===== config.mk =====
export PLATFORM = sky130hd
export DESIGN_NAME = resp_agent
export DESIGN_NICKNAME = d
export VERILOG_FILES = /design/src/hw/resp_agent_pkg.sv /design/src/hw/resp_agent.sv
export SDC_FILE = /design/constraint.sdc
export NUM_CORES = 2
export LEC_CHECK = 0
export BUFFER_PORTS_ARGS = -buffer_cell sky130_fd_sc_hd__buf_2
export CORE_MARGIN = 3
export CORE_UTILIZATION = 40
export DETAILED_ROUTE_END_ITERATION = 8
export PLACE_DENSITY_LB_ADDON = 0.3
export SKIP_CTS_REPAIR_TIMING = 1
export SLEW_MARGIN = 40
export SYNTH_ARGS = -nofsm -noshare
export SYNTH_HDL_FRONTEND = slang
export SYNTH_SLANG_ARGS = --single-unit

===== constraint.sdc =====
create_clock -name clk -period 3.5 [get_ports clk]
set_clock_uncertainty 0.2 [all_clocks]
set_input_delay 0.35 -clock clk [delete_from_list [all_inputs] [get_ports clk]]
set_output_delay 0.35 -clock clk [all_outputs]
set_load 0.01 [all_outputs]

===== src/hw/resp_agent_pkg.sv =====
// Package of register map, opcodes and bus structures for the responding agent
package resp_agent_pkg;

	// ****************************************************************
	// Register byte offsets
	// ****************************************************************
	localparam logic [7:0] OFF_NEXT_PTR   = 8'h00;
	localparam logic [7:0] OFF_CURR_INSTR = 8'h04;
	localparam logic [7:0] OFF_WR_MATCH   = 8'h08;
	localparam logic [7:0] OFF_CAPT_DATA  = 8'h0C;
	localparam logic [7:0] OFF_RD_MATCH   = 8'h10;
	localparam logic [7:0] OFF_RD_DATA    = 8'h14;
	localparam logic [7:0] OFF_DMA_SEL    = 8'h18;
	localparam logic [7:0] OFF_IRQ_SEL    = 8'h1C;
	localparam logic [7:0] OFF_WAIT_CNT   = 8'h20;
	localparam logic [7:0] OFF_RUN_CTRL   = 8'h24;
	localparam logic [7:0] OFF_PROG_ADDR  = 8'h28;
	localparam logic [7:0] OFF_PROG_DATA  = 8'h2C;

	// ****************************************************************
	// Reset values and sizes
	// ****************************************************************
	localparam logic [7:0]  RST_NEXT_PTR  = 8'h00;
	localparam logic [7:0]  RST_DMA_SEL   = 8'h01;
	localparam logic [7:0]  RST_IRQ_SEL   = 8'h03;
	localparam logic [7:0]  RST_WAIT_CNT  = 8'h01;
	localparam logic [23:0] RST_MATCH     = 24'h00_0000;
	localparam logic [15:0] RST_DATA      = 16'h0000;
	localparam int          PROG_DEPTH    = 256;
	localparam int          DRQ_LINES     = 8;
	localparam int          IRQ_LINES     = 16;
	localparam logic [7:0]  DRQ_ABSENT    = 8'h04;
	localparam logic [15:0] IRQ_PRESENT   = 16'hDEF8;

	// ****************************************************************
	// Operation codes
	// ****************************************************************
	localparam logic [7:0] OP_HALT        = 8'h00;
	localparam logic [7:0] OP_IRQ_SET     = 8'h01;
	localparam logic [7:0] OP_IRQ_CLR     = 8'h02;
	localparam logic [7:0] OP_DMA_SET     = 8'h03;
	localparam logic [7:0] OP_DMA_CLR     = 8'h04;
	localparam logic [7:0] OP_CHK_SET     = 8'h05;
	localparam logic [7:0] OP_CHK_CLR     = 8'h06;
	localparam logic [7:0] OP_ONE_WAIT    = 8'h07;

	typedef enum logic [2:0] {
		CYC_NONE, CYC_MEM_RD, CYC_MEM_WR, CYC_IO_RD, CYC_IO_WR, CYC_DMA_RD, CYC_DMA_WR
	} cyc_kind_e;

	// Bus side inputs (active low strobes)
	typedef struct packed {
		logic [23:0] addr;
		logic [15:0] sd_in;
		logic        memr_n;
		logic        memw_n;
		logic        ior_n;
		logic        iow_n;
		logic        refresh_n;
		logic [7:0]  dack_n;
	} isa_in_s;

	// Bus side outputs
	typedef struct packed {
		logic [15:0] sd_out;
		logic        sd_oe;
		logic        zero_ws_n;
		logic        zero_ws_oe;
		logic        iochrdy_oe;
		logic        iochck_n;
		logic [15:0] irq;
		logic [7:0]  drq;
	} isa_out_s;

endpackage : resp_agent_pkg


===== src/hw/resp_agent.sv =====
// Programmable responding agent on a 16-bit expansion bus, AHB-Lite register slave
//
// The address map and the AHB-Lite register port were decided locally.
`timescale 1ns/1ps
`default_nettype none

// Behaviour
// RULE1: Program store holds 256 byte-wide operation codes executed in order.
// RULE2: Eight-bit pointer addresses next operation; clears to zero at reset.
// RULE3: Current-instruction register holds executing opcode; software may only read.
// RULE4: Opcodes: halt 00, irq set/clear 01/02, dma 03/04, check 05/06, idle 07.
// RULE5: Acts as target for memory, I/O, DMA read/write and refresh. The code ignores memory and I/O cycles while refresh is low.
// RULE6: Write cycles accepted only when bus address equals write match address.
// RULE7: Accepted write captures SD lines into captured-write-data register.
// RULE8: Read cycles accepted only when bus address equals read match address.
// RULE9: Accepted read drives read-return-data register onto SD lines.
// RULE10: DMA channel select resets to 1; channel 4 never driven.
// RULE11: IRQ line select resets to 3; absent lines never driven.
// RULE12: Zero-wait-state asserted in own cycles only when wait count is zero.
// RULE13: Ready released after one clock for count 0 or 1, else X clocks.
// RULE14: Requests service only via IRQ and DRQ; all timing on bus clock.
// RULE15: Idle operation takes one clock and does nothing else.
// RULE16: Halt stops execution; unprogrammed store holds halt.
// RULE17: Next operation fetched on rising edge unless current is halt.
// RULE18: IRQ and DMA operations drive the selected line active or inactive.
// RULE19: Check operations drive channel check active or inactive, one clock each.
// RULE20: Requester grants DACK before DMA cycles and honours ready extension.
module resp_agent (
	// Clock and reset
	input  wire logic                        clk,
	input  wire logic                        rst,
	// AHB-Lite slave
	input  wire logic                        hsel,
	input  wire logic [31:0]                 haddr,
	input  wire logic [1:0]                  htrans,
	input  wire logic                        hwrite,
	input  wire logic [2:0]                  hsize,
	input  wire logic [31:0]                 hwdata,
	input  wire logic                        hready,
	output logic      [31:0]                 hrdata,
	output logic                             hreadyout,
	output logic                             hresp,
	// Expansion bus
	input  wire resp_agent_pkg::isa_in_s     bus_in,
	output resp_agent_pkg::isa_out_s         bus_out
);
	import resp_agent_pkg::*;

	// ****************************************************************
	// Register state
	// ****************************************************************
	logic [7:0]  prog_q [PROG_DEPTH];
	logic [7:0]  next_instr_pointer_q;
	logic [7:0]  current_instr_q;
	logic        running_q;
	logic [23:0] write_match_address_q;
	logic [15:0] captured_write_data_q;
	logic [23:0] read_match_address_q;
	logic [15:0] read_return_data_q;
	logic [7:0]  dma_channel_select_q;
	logic [7:0]  irq_line_select_q;
	logic [7:0]  wait_cycle_count_q;
	logic [7:0]  prog_addr_q;
	// Request levels kept by the stored program
	logic        irq_lvl_q;
	logic        drq_lvl_q;
	logic        chk_lvl_q;

	// ****************************************************************
	// AHB-Lite slave
	// ****************************************************************
	logic        wr_pend_q;
	logic [7:0]  wr_off_q;
	logic        ptr_wr;
	logic        run_wr;
	logic        prog_wr;
	logic        ahb_rd;
	logic        word_xfer;

	// Only whole-word transfers reach the registers
	assign word_xfer = (hsize == 3'h2);
	assign ahb_rd    = hsel && hready && htrans[1] && !hwrite && word_xfer;

	// Write data follows one clock after its address phase
	always_ff @(posedge clk) begin
		if (rst) begin
			wr_pend_q <= 1'b0;
			wr_off_q  <= 8'h00;
		end else begin
			wr_pend_q <= hsel && hready && htrans[1] && hwrite && word_xfer;
			wr_off_q  <= haddr[7:0];
		end
	end

	assign ptr_wr  = wr_pend_q && (wr_off_q == OFF_NEXT_PTR);
	assign run_wr  = wr_pend_q && (wr_off_q == OFF_RUN_CTRL);
	assign prog_wr = wr_pend_q && (wr_off_q == OFF_PROG_DATA);

	// Zero wait states, always OKAY
	always_ff @(posedge clk) begin
		if (rst) begin
			hreadyout <= 1'b1;
			hresp     <= 1'b0;
		end else begin
			hreadyout <= 1'b1;
			hresp     <= 1'b0;
		end
	end

	// Launched in the address phase so it stands in the data phase
	always_ff @(posedge clk) begin
		if (rst) begin
			hrdata <= 32'h0000_0000;
		end else if (ahb_rd) begin
			if (haddr[7:0] == OFF_NEXT_PTR) begin
				hrdata <= {24'h00_0000, next_instr_pointer_q};
			end else if (haddr[7:0] == OFF_CURR_INSTR) begin
				hrdata <= {24'h00_0000, current_instr_q}; // RULE3
			end else if (haddr[7:0] == OFF_WR_MATCH) begin
				hrdata <= {8'h00, write_match_address_q};
			end else if (haddr[7:0] == OFF_CAPT_DATA) begin
				hrdata <= {16'h0000, captured_write_data_q};
			end else if (haddr[7:0] == OFF_RD_MATCH) begin
				hrdata <= {8'h00, read_match_address_q};
			end else if (haddr[7:0] == OFF_RD_DATA) begin
				hrdata <= {16'h0000, read_return_data_q};
			end else if (haddr[7:0] == OFF_DMA_SEL) begin
				hrdata <= {24'h00_0000, dma_channel_select_q};
			end else if (haddr[7:0] == OFF_IRQ_SEL) begin
				hrdata <= {24'h00_0000, irq_line_select_q};
			end else if (haddr[7:0] == OFF_WAIT_CNT) begin
				hrdata <= {24'h00_0000, wait_cycle_count_q};
			end else if (haddr[7:0] == OFF_RUN_CTRL) begin
				hrdata <= {31'h0000_0000, running_q};
			end else if (haddr[7:0] == OFF_PROG_ADDR) begin
				hrdata <= {24'h00_0000, prog_addr_q};
			end else if (haddr[7:0] == OFF_PROG_DATA) begin
				hrdata <= {24'h00_0000, prog_q[prog_addr_q]};
			end else begin
				hrdata <= 32'h0000_0000;
			end
		end
	end

	// Plain configuration registers
	always_ff @(posedge clk) begin
		if (rst) begin
			write_match_address_q <= RST_MATCH;
			read_match_address_q  <= RST_MATCH;
			read_return_data_q    <= RST_DATA;
			dma_channel_select_q  <= RST_DMA_SEL; // RULE10
			irq_line_select_q     <= RST_IRQ_SEL; // RULE11
			wait_cycle_count_q    <= RST_WAIT_CNT; // RULE13
			prog_addr_q           <= 8'h00;
		end else if (wr_pend_q) begin
			if (wr_off_q == OFF_WR_MATCH) begin
				write_match_address_q <= hwdata[23:0];
			end else if (wr_off_q == OFF_RD_MATCH) begin
				read_match_address_q <= hwdata[23:0];
			end else if (wr_off_q == OFF_RD_DATA) begin
				read_return_data_q <= hwdata[15:0];
			end else if (wr_off_q == OFF_DMA_SEL) begin
				dma_channel_select_q <= hwdata[7:0];
			end else if (wr_off_q == OFF_IRQ_SEL) begin
				irq_line_select_q <= hwdata[7:0];
			end else if (wr_off_q == OFF_WAIT_CNT) begin
				wait_cycle_count_q <= hwdata[7:0];
			end else if (wr_off_q == OFF_PROG_ADDR) begin
				prog_addr_q <= hwdata[7:0];
			end
		end else begin
			prog_addr_q <= prog_addr_q;
		end
	end

	// ****************************************************************
	// Program store
	// ****************************************************************
	// Loaded through the index register, read by the pointer
	genvar gi;
	generate
		for (gi = 0; gi < PROG_DEPTH; gi++) begin : g_prog
			always_ff @(posedge clk) begin
				if (rst) begin
					prog_q[gi] <= OP_HALT; // RULE16
				end else if (prog_wr && (prog_addr_q == 8'(gi))) begin
					prog_q[gi] <= hwdata[7:0]; // RULE1
				end
			end
		end
	endgenerate

	// ****************************************************************
	// Sequencer
	// ****************************************************************
	logic       seq_step;
	logic [7:0] fetch_op;

	// A pointer or run-control write pauses the program for that clock, so no step runs twice
	assign seq_step = running_q && !ptr_wr && !run_wr;
	assign fetch_op = prog_q[next_instr_pointer_q];

	// Each fetched opcode executes for exactly one clock
	always_ff @(posedge clk) begin
		if (rst) begin
			next_instr_pointer_q <= RST_NEXT_PTR; // RULE2
			current_instr_q      <= OP_HALT;
			running_q            <= 1'b0;
		end else if (ptr_wr) begin
			next_instr_pointer_q <= hwdata[7:0];
		end else if (run_wr) begin
			running_q <= hwdata[0];
		end else if (running_q) begin
			current_instr_q <= fetch_op; // RULE17
			if (fetch_op == OP_HALT) begin
				running_q <= 1'b0; // RULE16
			end else begin
				next_instr_pointer_q <= next_instr_pointer_q + 8'h01; // RULE2
			end
		end
	end

	// Operation effects; idle and unknown codes change nothing
	always_ff @(posedge clk) begin
		if (rst) begin
			irq_lvl_q <= 1'b0;
			drq_lvl_q <= 1'b0;
			chk_lvl_q <= 1'b0;
		end else if (seq_step) begin
			case (fetch_op) // RULE4
				OP_IRQ_SET: irq_lvl_q <= 1'b1; // RULE18
				OP_IRQ_CLR: irq_lvl_q <= 1'b0; // RULE18
				OP_DMA_SET: drq_lvl_q <= 1'b1; // RULE18
				OP_DMA_CLR: drq_lvl_q <= 1'b0; // RULE18
				OP_CHK_SET: chk_lvl_q <= 1'b1; // RULE19
				OP_CHK_CLR: chk_lvl_q <= 1'b0; // RULE19
				OP_ONE_WAIT: irq_lvl_q <= irq_lvl_q; // RULE15
				default: irq_lvl_q <= irq_lvl_q;
			endcase
		end
	end

	// ****************************************************************
	// Bus input synchronisers
	// ****************************************************************
	isa_in_s in_s1_q;
	isa_in_s in_q;

	// Every bus pin passes two flops; decode lags the pins by two clocks
	always_ff @(posedge clk) begin
		if (rst) begin
			in_s1_q <= '1;
			in_q    <= '1;
		end else begin
			in_s1_q <= bus_in;
			in_q    <= in_s1_q;
		end
	end

	// ****************************************************************
	// Target cycle decode
	// ****************************************************************
	logic      dack_active;
	logic      wr_hit;
	logic      rd_hit;
	cyc_kind_e kind;

	// DMA cycles need our own request up and the selected grant low
	assign dack_active = !in_q.dack_n[dma_channel_select_q[2:0]] && drq_lvl_q; // RULE20
	assign wr_hit = (!in_q.memw_n || (!in_q.iow_n && !dack_active)) &&
		(in_q.addr == write_match_address_q) && in_q.refresh_n; // RULE6
	assign rd_hit = (!in_q.memr_n || (!in_q.ior_n && !dack_active)) &&
		(in_q.addr == read_match_address_q) && in_q.refresh_n; // RULE8

	// DMA: the I/O read strobe reads the agent, the I/O write strobe writes it
	always_comb begin
		kind = CYC_NONE;
		if (dack_active && !in_q.ior_n && (in_q.addr == read_match_address_q)) begin
			kind = CYC_DMA_RD; // RULE5
		end else if (dack_active && !in_q.iow_n && (in_q.addr == write_match_address_q)) begin
			kind = CYC_DMA_WR; // RULE5
		end else if (wr_hit) begin
			kind = in_q.memw_n ? CYC_IO_WR : CYC_MEM_WR;
		end else if (rd_hit) begin
			kind = in_q.memr_n ? CYC_IO_RD : CYC_MEM_RD;
		end
	end

	// ****************************************************************
	// Cycle state and wait generation
	// ****************************************************************
	logic       busy_q;
	logic       is_rd_q;
	logic [7:0] wait_left_q;
	logic       strobe_on;

	assign strobe_on = !in_q.memr_n || !in_q.memw_n || !in_q.ior_n || !in_q.iow_n;

	// Not-ready lasts at least one clock; the cycle ends when all strobes rise
	always_ff @(posedge clk) begin
		if (rst) begin
			busy_q      <= 1'b0;
			is_rd_q     <= 1'b0;
			wait_left_q <= 8'h00;
		end else if (!busy_q && kind != CYC_NONE) begin
			busy_q  <= 1'b1;
			is_rd_q <= (kind == CYC_MEM_RD) || (kind == CYC_IO_RD) || (kind == CYC_DMA_RD);
			wait_left_q <= (wait_cycle_count_q < 8'h02) ? 8'h01 : wait_cycle_count_q; // RULE13
		end else if (busy_q) begin
			if (wait_left_q != 8'h00) begin
				wait_left_q <= wait_left_q - 8'h01;
			end
			if (!strobe_on) begin
				busy_q <= 1'b0;
			end
		end
	end

	// A bus capture wins over a register write in the same clock
	always_ff @(posedge clk) begin
		if (rst) begin
			captured_write_data_q <= RST_DATA;
		end else if (!busy_q && (kind == CYC_MEM_WR || kind == CYC_IO_WR ||
			kind == CYC_DMA_WR)) begin
			captured_write_data_q <= in_q.sd_in; // RULE7
		end else if (wr_pend_q && wr_off_q == OFF_CAPT_DATA) begin
			captured_write_data_q <= hwdata[15:0];
		end
	end

	// ****************************************************************
	// Request line select
	// ****************************************************************
	// Absent lines and out-of-range selects decode to no line at all
	logic [IRQ_LINES-1:0] irq_line_d;
	logic [DRQ_LINES-1:0] drq_line_d;

	genvar gl;
	generate
		for (gl = 0; gl < IRQ_LINES; gl++) begin : g_irq_line
			assign irq_line_d[gl] = irq_lvl_q && IRQ_PRESENT[gl] &&
				(irq_line_select_q == 8'(gl)); // RULE11 RULE14
		end
		for (gl = 0; gl < DRQ_LINES; gl++) begin : g_drq_line
			assign drq_line_d[gl] = drq_lvl_q && (8'(gl) != DRQ_ABSENT) &&
				(dma_channel_select_q == 8'(gl)); // RULE10 RULE14
		end
	endgenerate

	// ****************************************************************
	// Bus outputs
	// ****************************************************************
	// Ready and zero-wait follow the decode by two clocks
	always_ff @(posedge clk) begin
		if (rst) begin
			bus_out <= '{sd_out: 16'h0000, sd_oe: 1'b0, zero_ws_n: 1'b1, zero_ws_oe: 1'b0,
				iochrdy_oe: 1'b0, iochck_n: 1'b1, irq: 16'h0000, drq: 8'h00};
		end else begin
			bus_out.sd_out     <= read_return_data_q; // RULE9
			bus_out.sd_oe      <= busy_q && is_rd_q && strobe_on; // RULE9
			bus_out.zero_ws_n  <= 1'b0;
			bus_out.zero_ws_oe <= busy_q && strobe_on && (wait_cycle_count_q == 8'h00); // RULE12
			bus_out.iochrdy_oe <= busy_q && strobe_on && (wait_left_q != 8'h00); // RULE13
			bus_out.iochck_n   <= !chk_lvl_q; // RULE19
			bus_out.irq        <= irq_line_d; // RULE11 RULE14
			bus_out.drq        <= drq_line_d; // RULE10 RULE14
		end
	end

endmodule : resp_agent

`default_nettype wire


Yosys cells after proc, flatten, opt, wreduce, memory -nomap -nowiden
Memory sizes are Yosys's and may differ from the RTL's. A register that Yosys moved wholly into a read port is not among the register bits. Index checks and enable logic that the tools add are counted.

Memories: 1. Word-level logic and storage cells: 2047. RAM bits: 2048. Flip-flop bits (word level): 334. Output and inout bits: 79. Bits of input ports: 127.

Eq/ne operators: 310. Muxes and demuxes: 1070. Reduce and logical (&&, ||, !) cells: 352. Add/sub/neg operators: 2. $lt $le $gt $ge: 2. Bitwise operators: 264.

Memory list: prog_q (depth 256, width 8, read ports 2, clocked after Yosys merged registers in 2, wr ports 256, line resp_agent.sv:52) `logic [7:0] prog_q [PROG_DEPTH];`.

Operators by type and width (number): 8-bit two-way mux (274); 8-bit equality test (second input constant) (128); 1-bit two-way mux (777); 8-bit by 7-bit equality test with 1-bit output (second input constant) (64); 8-bit by 6-bit equality test with 1-bit output (second input constant) (40); 1-bit logical AND (304); 1-bit bitwise OR (256); 8-bit by 5-bit equality test with 1-bit output (second input constant) (24); 8-bit by 4-bit equality test with 1-bit output (second input constant) (18); 8-bit by 3-bit equality test with 1-bit output (second input constant) (15); 32-bit two-way mux (3); 8-bit by 2-bit equality test with 1-bit output (second input constant) (7); 24-bit equality test (2); 8-bit logical NOT (6); 16-bit two-way mux (3); 24-bit two-way mux (2); 28-bit two-way mux (1); 8-bit by 1-bit equality test with 1-bit output (second input constant) (3); 2-bit nonzero test (7); 3-bit two-way mux (4); 1-bit logical NOT (11); 2-bit AND reduction (5); 3-bit by 2-bit equality test with 1-bit output (second input constant) (3); 3-bit equality test (second input constant) (3); 19 further kinds (40).

Depth between registers and ports, before layout
Word-level depth: 18. Depth in mapped cells: 16. Mapped depth without buffers: 10.

Worst setup path before layout
OpenSTA, ideal clock, no wires.

Kind: register -> register. Start: register with a tool-made name. End: register hrdata[7]. Clock period less this slack: 3.600 ns. Setup time: 0.136 ns. Path slack: -0.100 ns. Data required time: 3.164 ns. Stages on the path, launching flop included: 10. Arrival time: 3.264 ns. Buffers on the path: 3. Cells stage by stage: dfxtp_1 -> buf_4 -> buf_4 -> buf_1 -> mux4_2 -> mux4_2 -> mux4_2 -> mux4_2 -> a21oi_1 -> o32ai_1.

RTL lines: end signal, assigned (line resp_agent.sv:116) `hrdata <= {24'h00_0000, next_instr_pointer_q};`; end signal, assigned (line resp_agent.sv:118) `hrdata <= {24'h00_0000, current_instr_q};`; end signal, assigned (line resp_agent.sv:120) `hrdata <= {8'h00, write_match_address_q};`; end, declared (line resp_agent.sv:40) `output logic [31:0] hrdata,`.

==> impl_metrics.toml <==
[status]
status = "finished with violations"
violations = "negative hold slack, negative setup slack"

[synth]
synth_cell_types = 88
yosys-mux-area-fraction_pct = 20.3
synth-simple-area-share_pct = 11.0
synth_top_area_share_pct = 51.2
ys.flop_type = "edfxtp_1"
synth_fa_ha_area_share_pct = 0.0313
syn_inst = 9343
syn_area_um2 = 120000
ys_ff_latch = 2384
async_flop_share_pct = 0
synth_edf_count = 2048
yosys-top-cells-area = "edfxtp_1 (51%), mux4_2 (15%), nor2_1 (7.3%)"
yosysWarnings = 0
synthXorXnorAreaFrac_pct = 0.401
ys_seq_area_share_pct = 56.8
synth.largest_area_cell = "edfxtp_1"
syn_avg_cell_area_um2 = 12.9
synth_compound_area_share_pct = 7.78
synth_top_family_by_area = "multiplexers"

[cells_and_area]
multi_input_area_um2 = 49500
area_growth_pct = 23.4
regArea_um2 = 68300
drive_gt1_share_pct = 31.7
stdcell_count = 14600
num-fill-cells = 25500
finalNetCount = 10600

[clocking]
cts_tree = "done"
cts_max_level = 5
numCtsBuffers = 276
clk_path_buf_depth = 4
cts.sinks = 2384
clock_latency_ns = 0.86
path_clk_slew_ns = 0.06
clk_root_buffer_cell = "clkbuf_16"

[timing]
finalCriticalPeriod_ns = 4.57
timing.final.crit_share_pct = 130
worst_pin_slew_ns = 0.971
finalSetupViolCount = 36
fmax_mhz = 219
setup_tns_ns = -24.71
rsz0062_at_grt = "true"
final_hold_viol_count = 1
fin_ws_ns = -1.07
slew_headroom_pct = 35.3
drv_slew = 0
holdWs_ns = -0.00649

[pwr]
seq_power_share_pct = 50.0
fin_total_pwr_mw = 64.3
vdd_drop_max_mv = 0.415
power_density_nw_per_um2 = 434
power.net_switching_mw = 14.6
clkPwrFrac_pct = 45.2
p_leak_nw = 49.4
netSwitchingFraction_pct = 22.7
combPwrFrac_pct = 4.8
p_int_mw = 49.7

[floorplanning]
dieArea_um2 = 307000
fp.coreArea_um2 = 298000
start_util_pct = 40.3
die_w_um = 554
row_count = 200
io_pins = 206
fp.dieH_um = 554

[drt]
via_count = 96700
drc = 0
wl_per_cell_um = 36.9
drt_iter0_drc = 16300
antenna_left = 0
routed_via_density = 6.61
drt_wl_total_um = 539000
drt_pass1_iterations = 8

[worst_hold_path]
hp-class = "in -> reg"
min_from = "bus_in[2]"
min_to = "in_s1_q[2]"
hold_depth = 3

[worst_setup_path]
worstSetupPathType = "reg -> reg"
start_kind = "register"
cp_data_required_time_ns = 4.06
arrival_ns = 5.12
crit_fanout = 40
crit_family = "simple AND/OR/NAND/NOR gates"
path_buf_inv = 3
cp-end-kind = "register"
cp_cell_sequence = "buf_12 > buf_12 > nor2b_1 > a2111oi_1 > or4_1 > nand4_1 > nor4_1 > or4_4 > and4_4 > a31oi_4 > buf_6 > a21o_1 > a311oi_2"
cp_slowest_stage_delay_ns = 0.83
cp_slowest_cell = "a2111oi_1"
r2r_slack_ns = -1.07
critPathMostFrequentCell = "buf_12"
r2r_cells = 13

[grt]
antenna_found_initial = 32
grt_pass1_wl_um = 724000
use_met2_pct = 49.5
globalRouteMet3Util_pct = 10.6
busiest_layer = "met2"
overflow = 0
grt_use_total_pct = 33.5
grt_use_met1_pct = 43.6
grt_max_degree = 191
grt_pass1_vias = 91000

[job]
maxCapViolCount = 0

[placed_design]
numPortBuffers = 156
place_congestion = 1.05
dp.cells = 13900
dpl.hpwl_um = 368000
synth_stat cells, drive strengths merged (161+ instances only):
library cell and number:
a21o 198, o221ai 177, mux2i 549, edfxtp 2048
a22oi 161, mux4 823, nor2 2328, nand2 394
a21oi 272, clkbuf 674, dfxtp 336, buf 278
routing by layer:
layer,vias up,share of wire [%],wire [µm]
met5,-,0.062,336
met4,20,6.9,37200
met3,1690,14,76600
met2,8217,43,234000
met1,49300,35,191000
li1,37500,-,-
power by group through the flow:
stage               logic [mW]  registers (mW)  clock network (mW)
finish                    3.05            32.2                29.1
global route              3.08            32.2                30.3
CTS                       2.81            32.1                29.2
detailed placement        2.79            32.7                   0
global placement          2.76            32.7                   0
floorplan                 1.37            32.5                   0
worst register-to-register path: stages, from the launching register on:
cell	delay (ns)
dfxtp_4	0.43
buf_12	0.17
buf_12	0.29
nor2b_1	0.13
a2111oi_1	0.83
or4_1	0.25
nand4_1	0.09
nor4_1	0.65
or4_4	0.28
and4_4	0.31
a31oi_4	0.21
buf_6	0.19
a21o_1	0.15
a311oi_2	0.27
registers in the layout, summed over array words and instances (netlist names), 16 cells and up, named ones only:
signal / count
captured_write_data_q: 16
bus_out: 39
in_q: 53
hrdata: 24
write_match_address_q: 24
read_match_address_q: 24
in_s1_q: 53
prog_q: 2048
read_return_data_q: 16
through the flow:
step | worst slack, ns | area [µm²] | utilization, %
2_1_floorplan | 0.00762 | 120000 | -
3_3_place_gp | -1.57 | 134000 | 45.1
3_5_place_dp | -1.54 | 134000 | 45.1
4_1_cts | -1.60 | 143000 | 48.1
5_1_grt | -1.03 | 148000 | 49.7
6_report | -1.07 | 148000 | 49.8
worst max path at each step:
stage / start / end / slack [ns] / cells after the start
global route: register / next_instr_pointer_q[7] / -1.03 / 16
floorplan: register / register / 0.008 / 14
global placement: register / register / -1.57 / 14
CTS: register / register / -1.60 / 16
detailed placement: register / register / -1.54 / 16
finish: register / register / -1.07 / 13
final cells by class:
type	count	area share, %
repair buffers	1772	11.1
well taps	3939	3.33
diodes	23	0.0388
multi-input cells	6003	33.4
inverters	19	0.0532
clock inverters	131	0.901
flip-flops and latches	2384	46.1
clock buffers	356	5.10
cell families after synthesis:
kind of cell,after synthesis
AO/OA/AOI/OAI,1323
XOR/XNOR,55
adder cells (fa/ha/maj),3
buffers and inverters,971
flip-flops,2384
multiplexers,1405
other,2
AND/OR/NAND/NOR,3200
cells in the final DEF (no fill, tap or decap), types with 37 or more instances in the layout:
| cell | n |
|---|---|
| mux2i_1 | 536 |
| a22oi_1 | 133 |
| clkinv_2 | 39 |
| buf_6 | 42 |
| or2_2 | 118 |
| o22ai_1 | 127 |
| clkbuf_1 | 58 |
| nor2_1 | 2305 |
| edfxtp_1 | 2048 |
| buf_2 | 153 |
| a211oi_1 | 43 |
| buf_4 | 1253 |
| o21ai_0 | 47 |
| o221ai_1 | 130 |
| nand2b_1 | 37 |
| a21o_1 | 192 |
| mux4_2 | 823 |
| o221ai_2 | 45 |
| a21oi_1 | 227 |
| nand3_1 | 42 |
| nand2_1 | 379 |
| clkinv_1 | 48 |
| dlygate4sd3_1 | 88 |
| nor2b_1 | 60 |
| dfxtp_1 | 324 |
| clkbuf_16 | 307 |
| buf_12 | 179 |
| o21bai_1 | 73 |
Note: power is estimated with default switching activity, not from simulation.
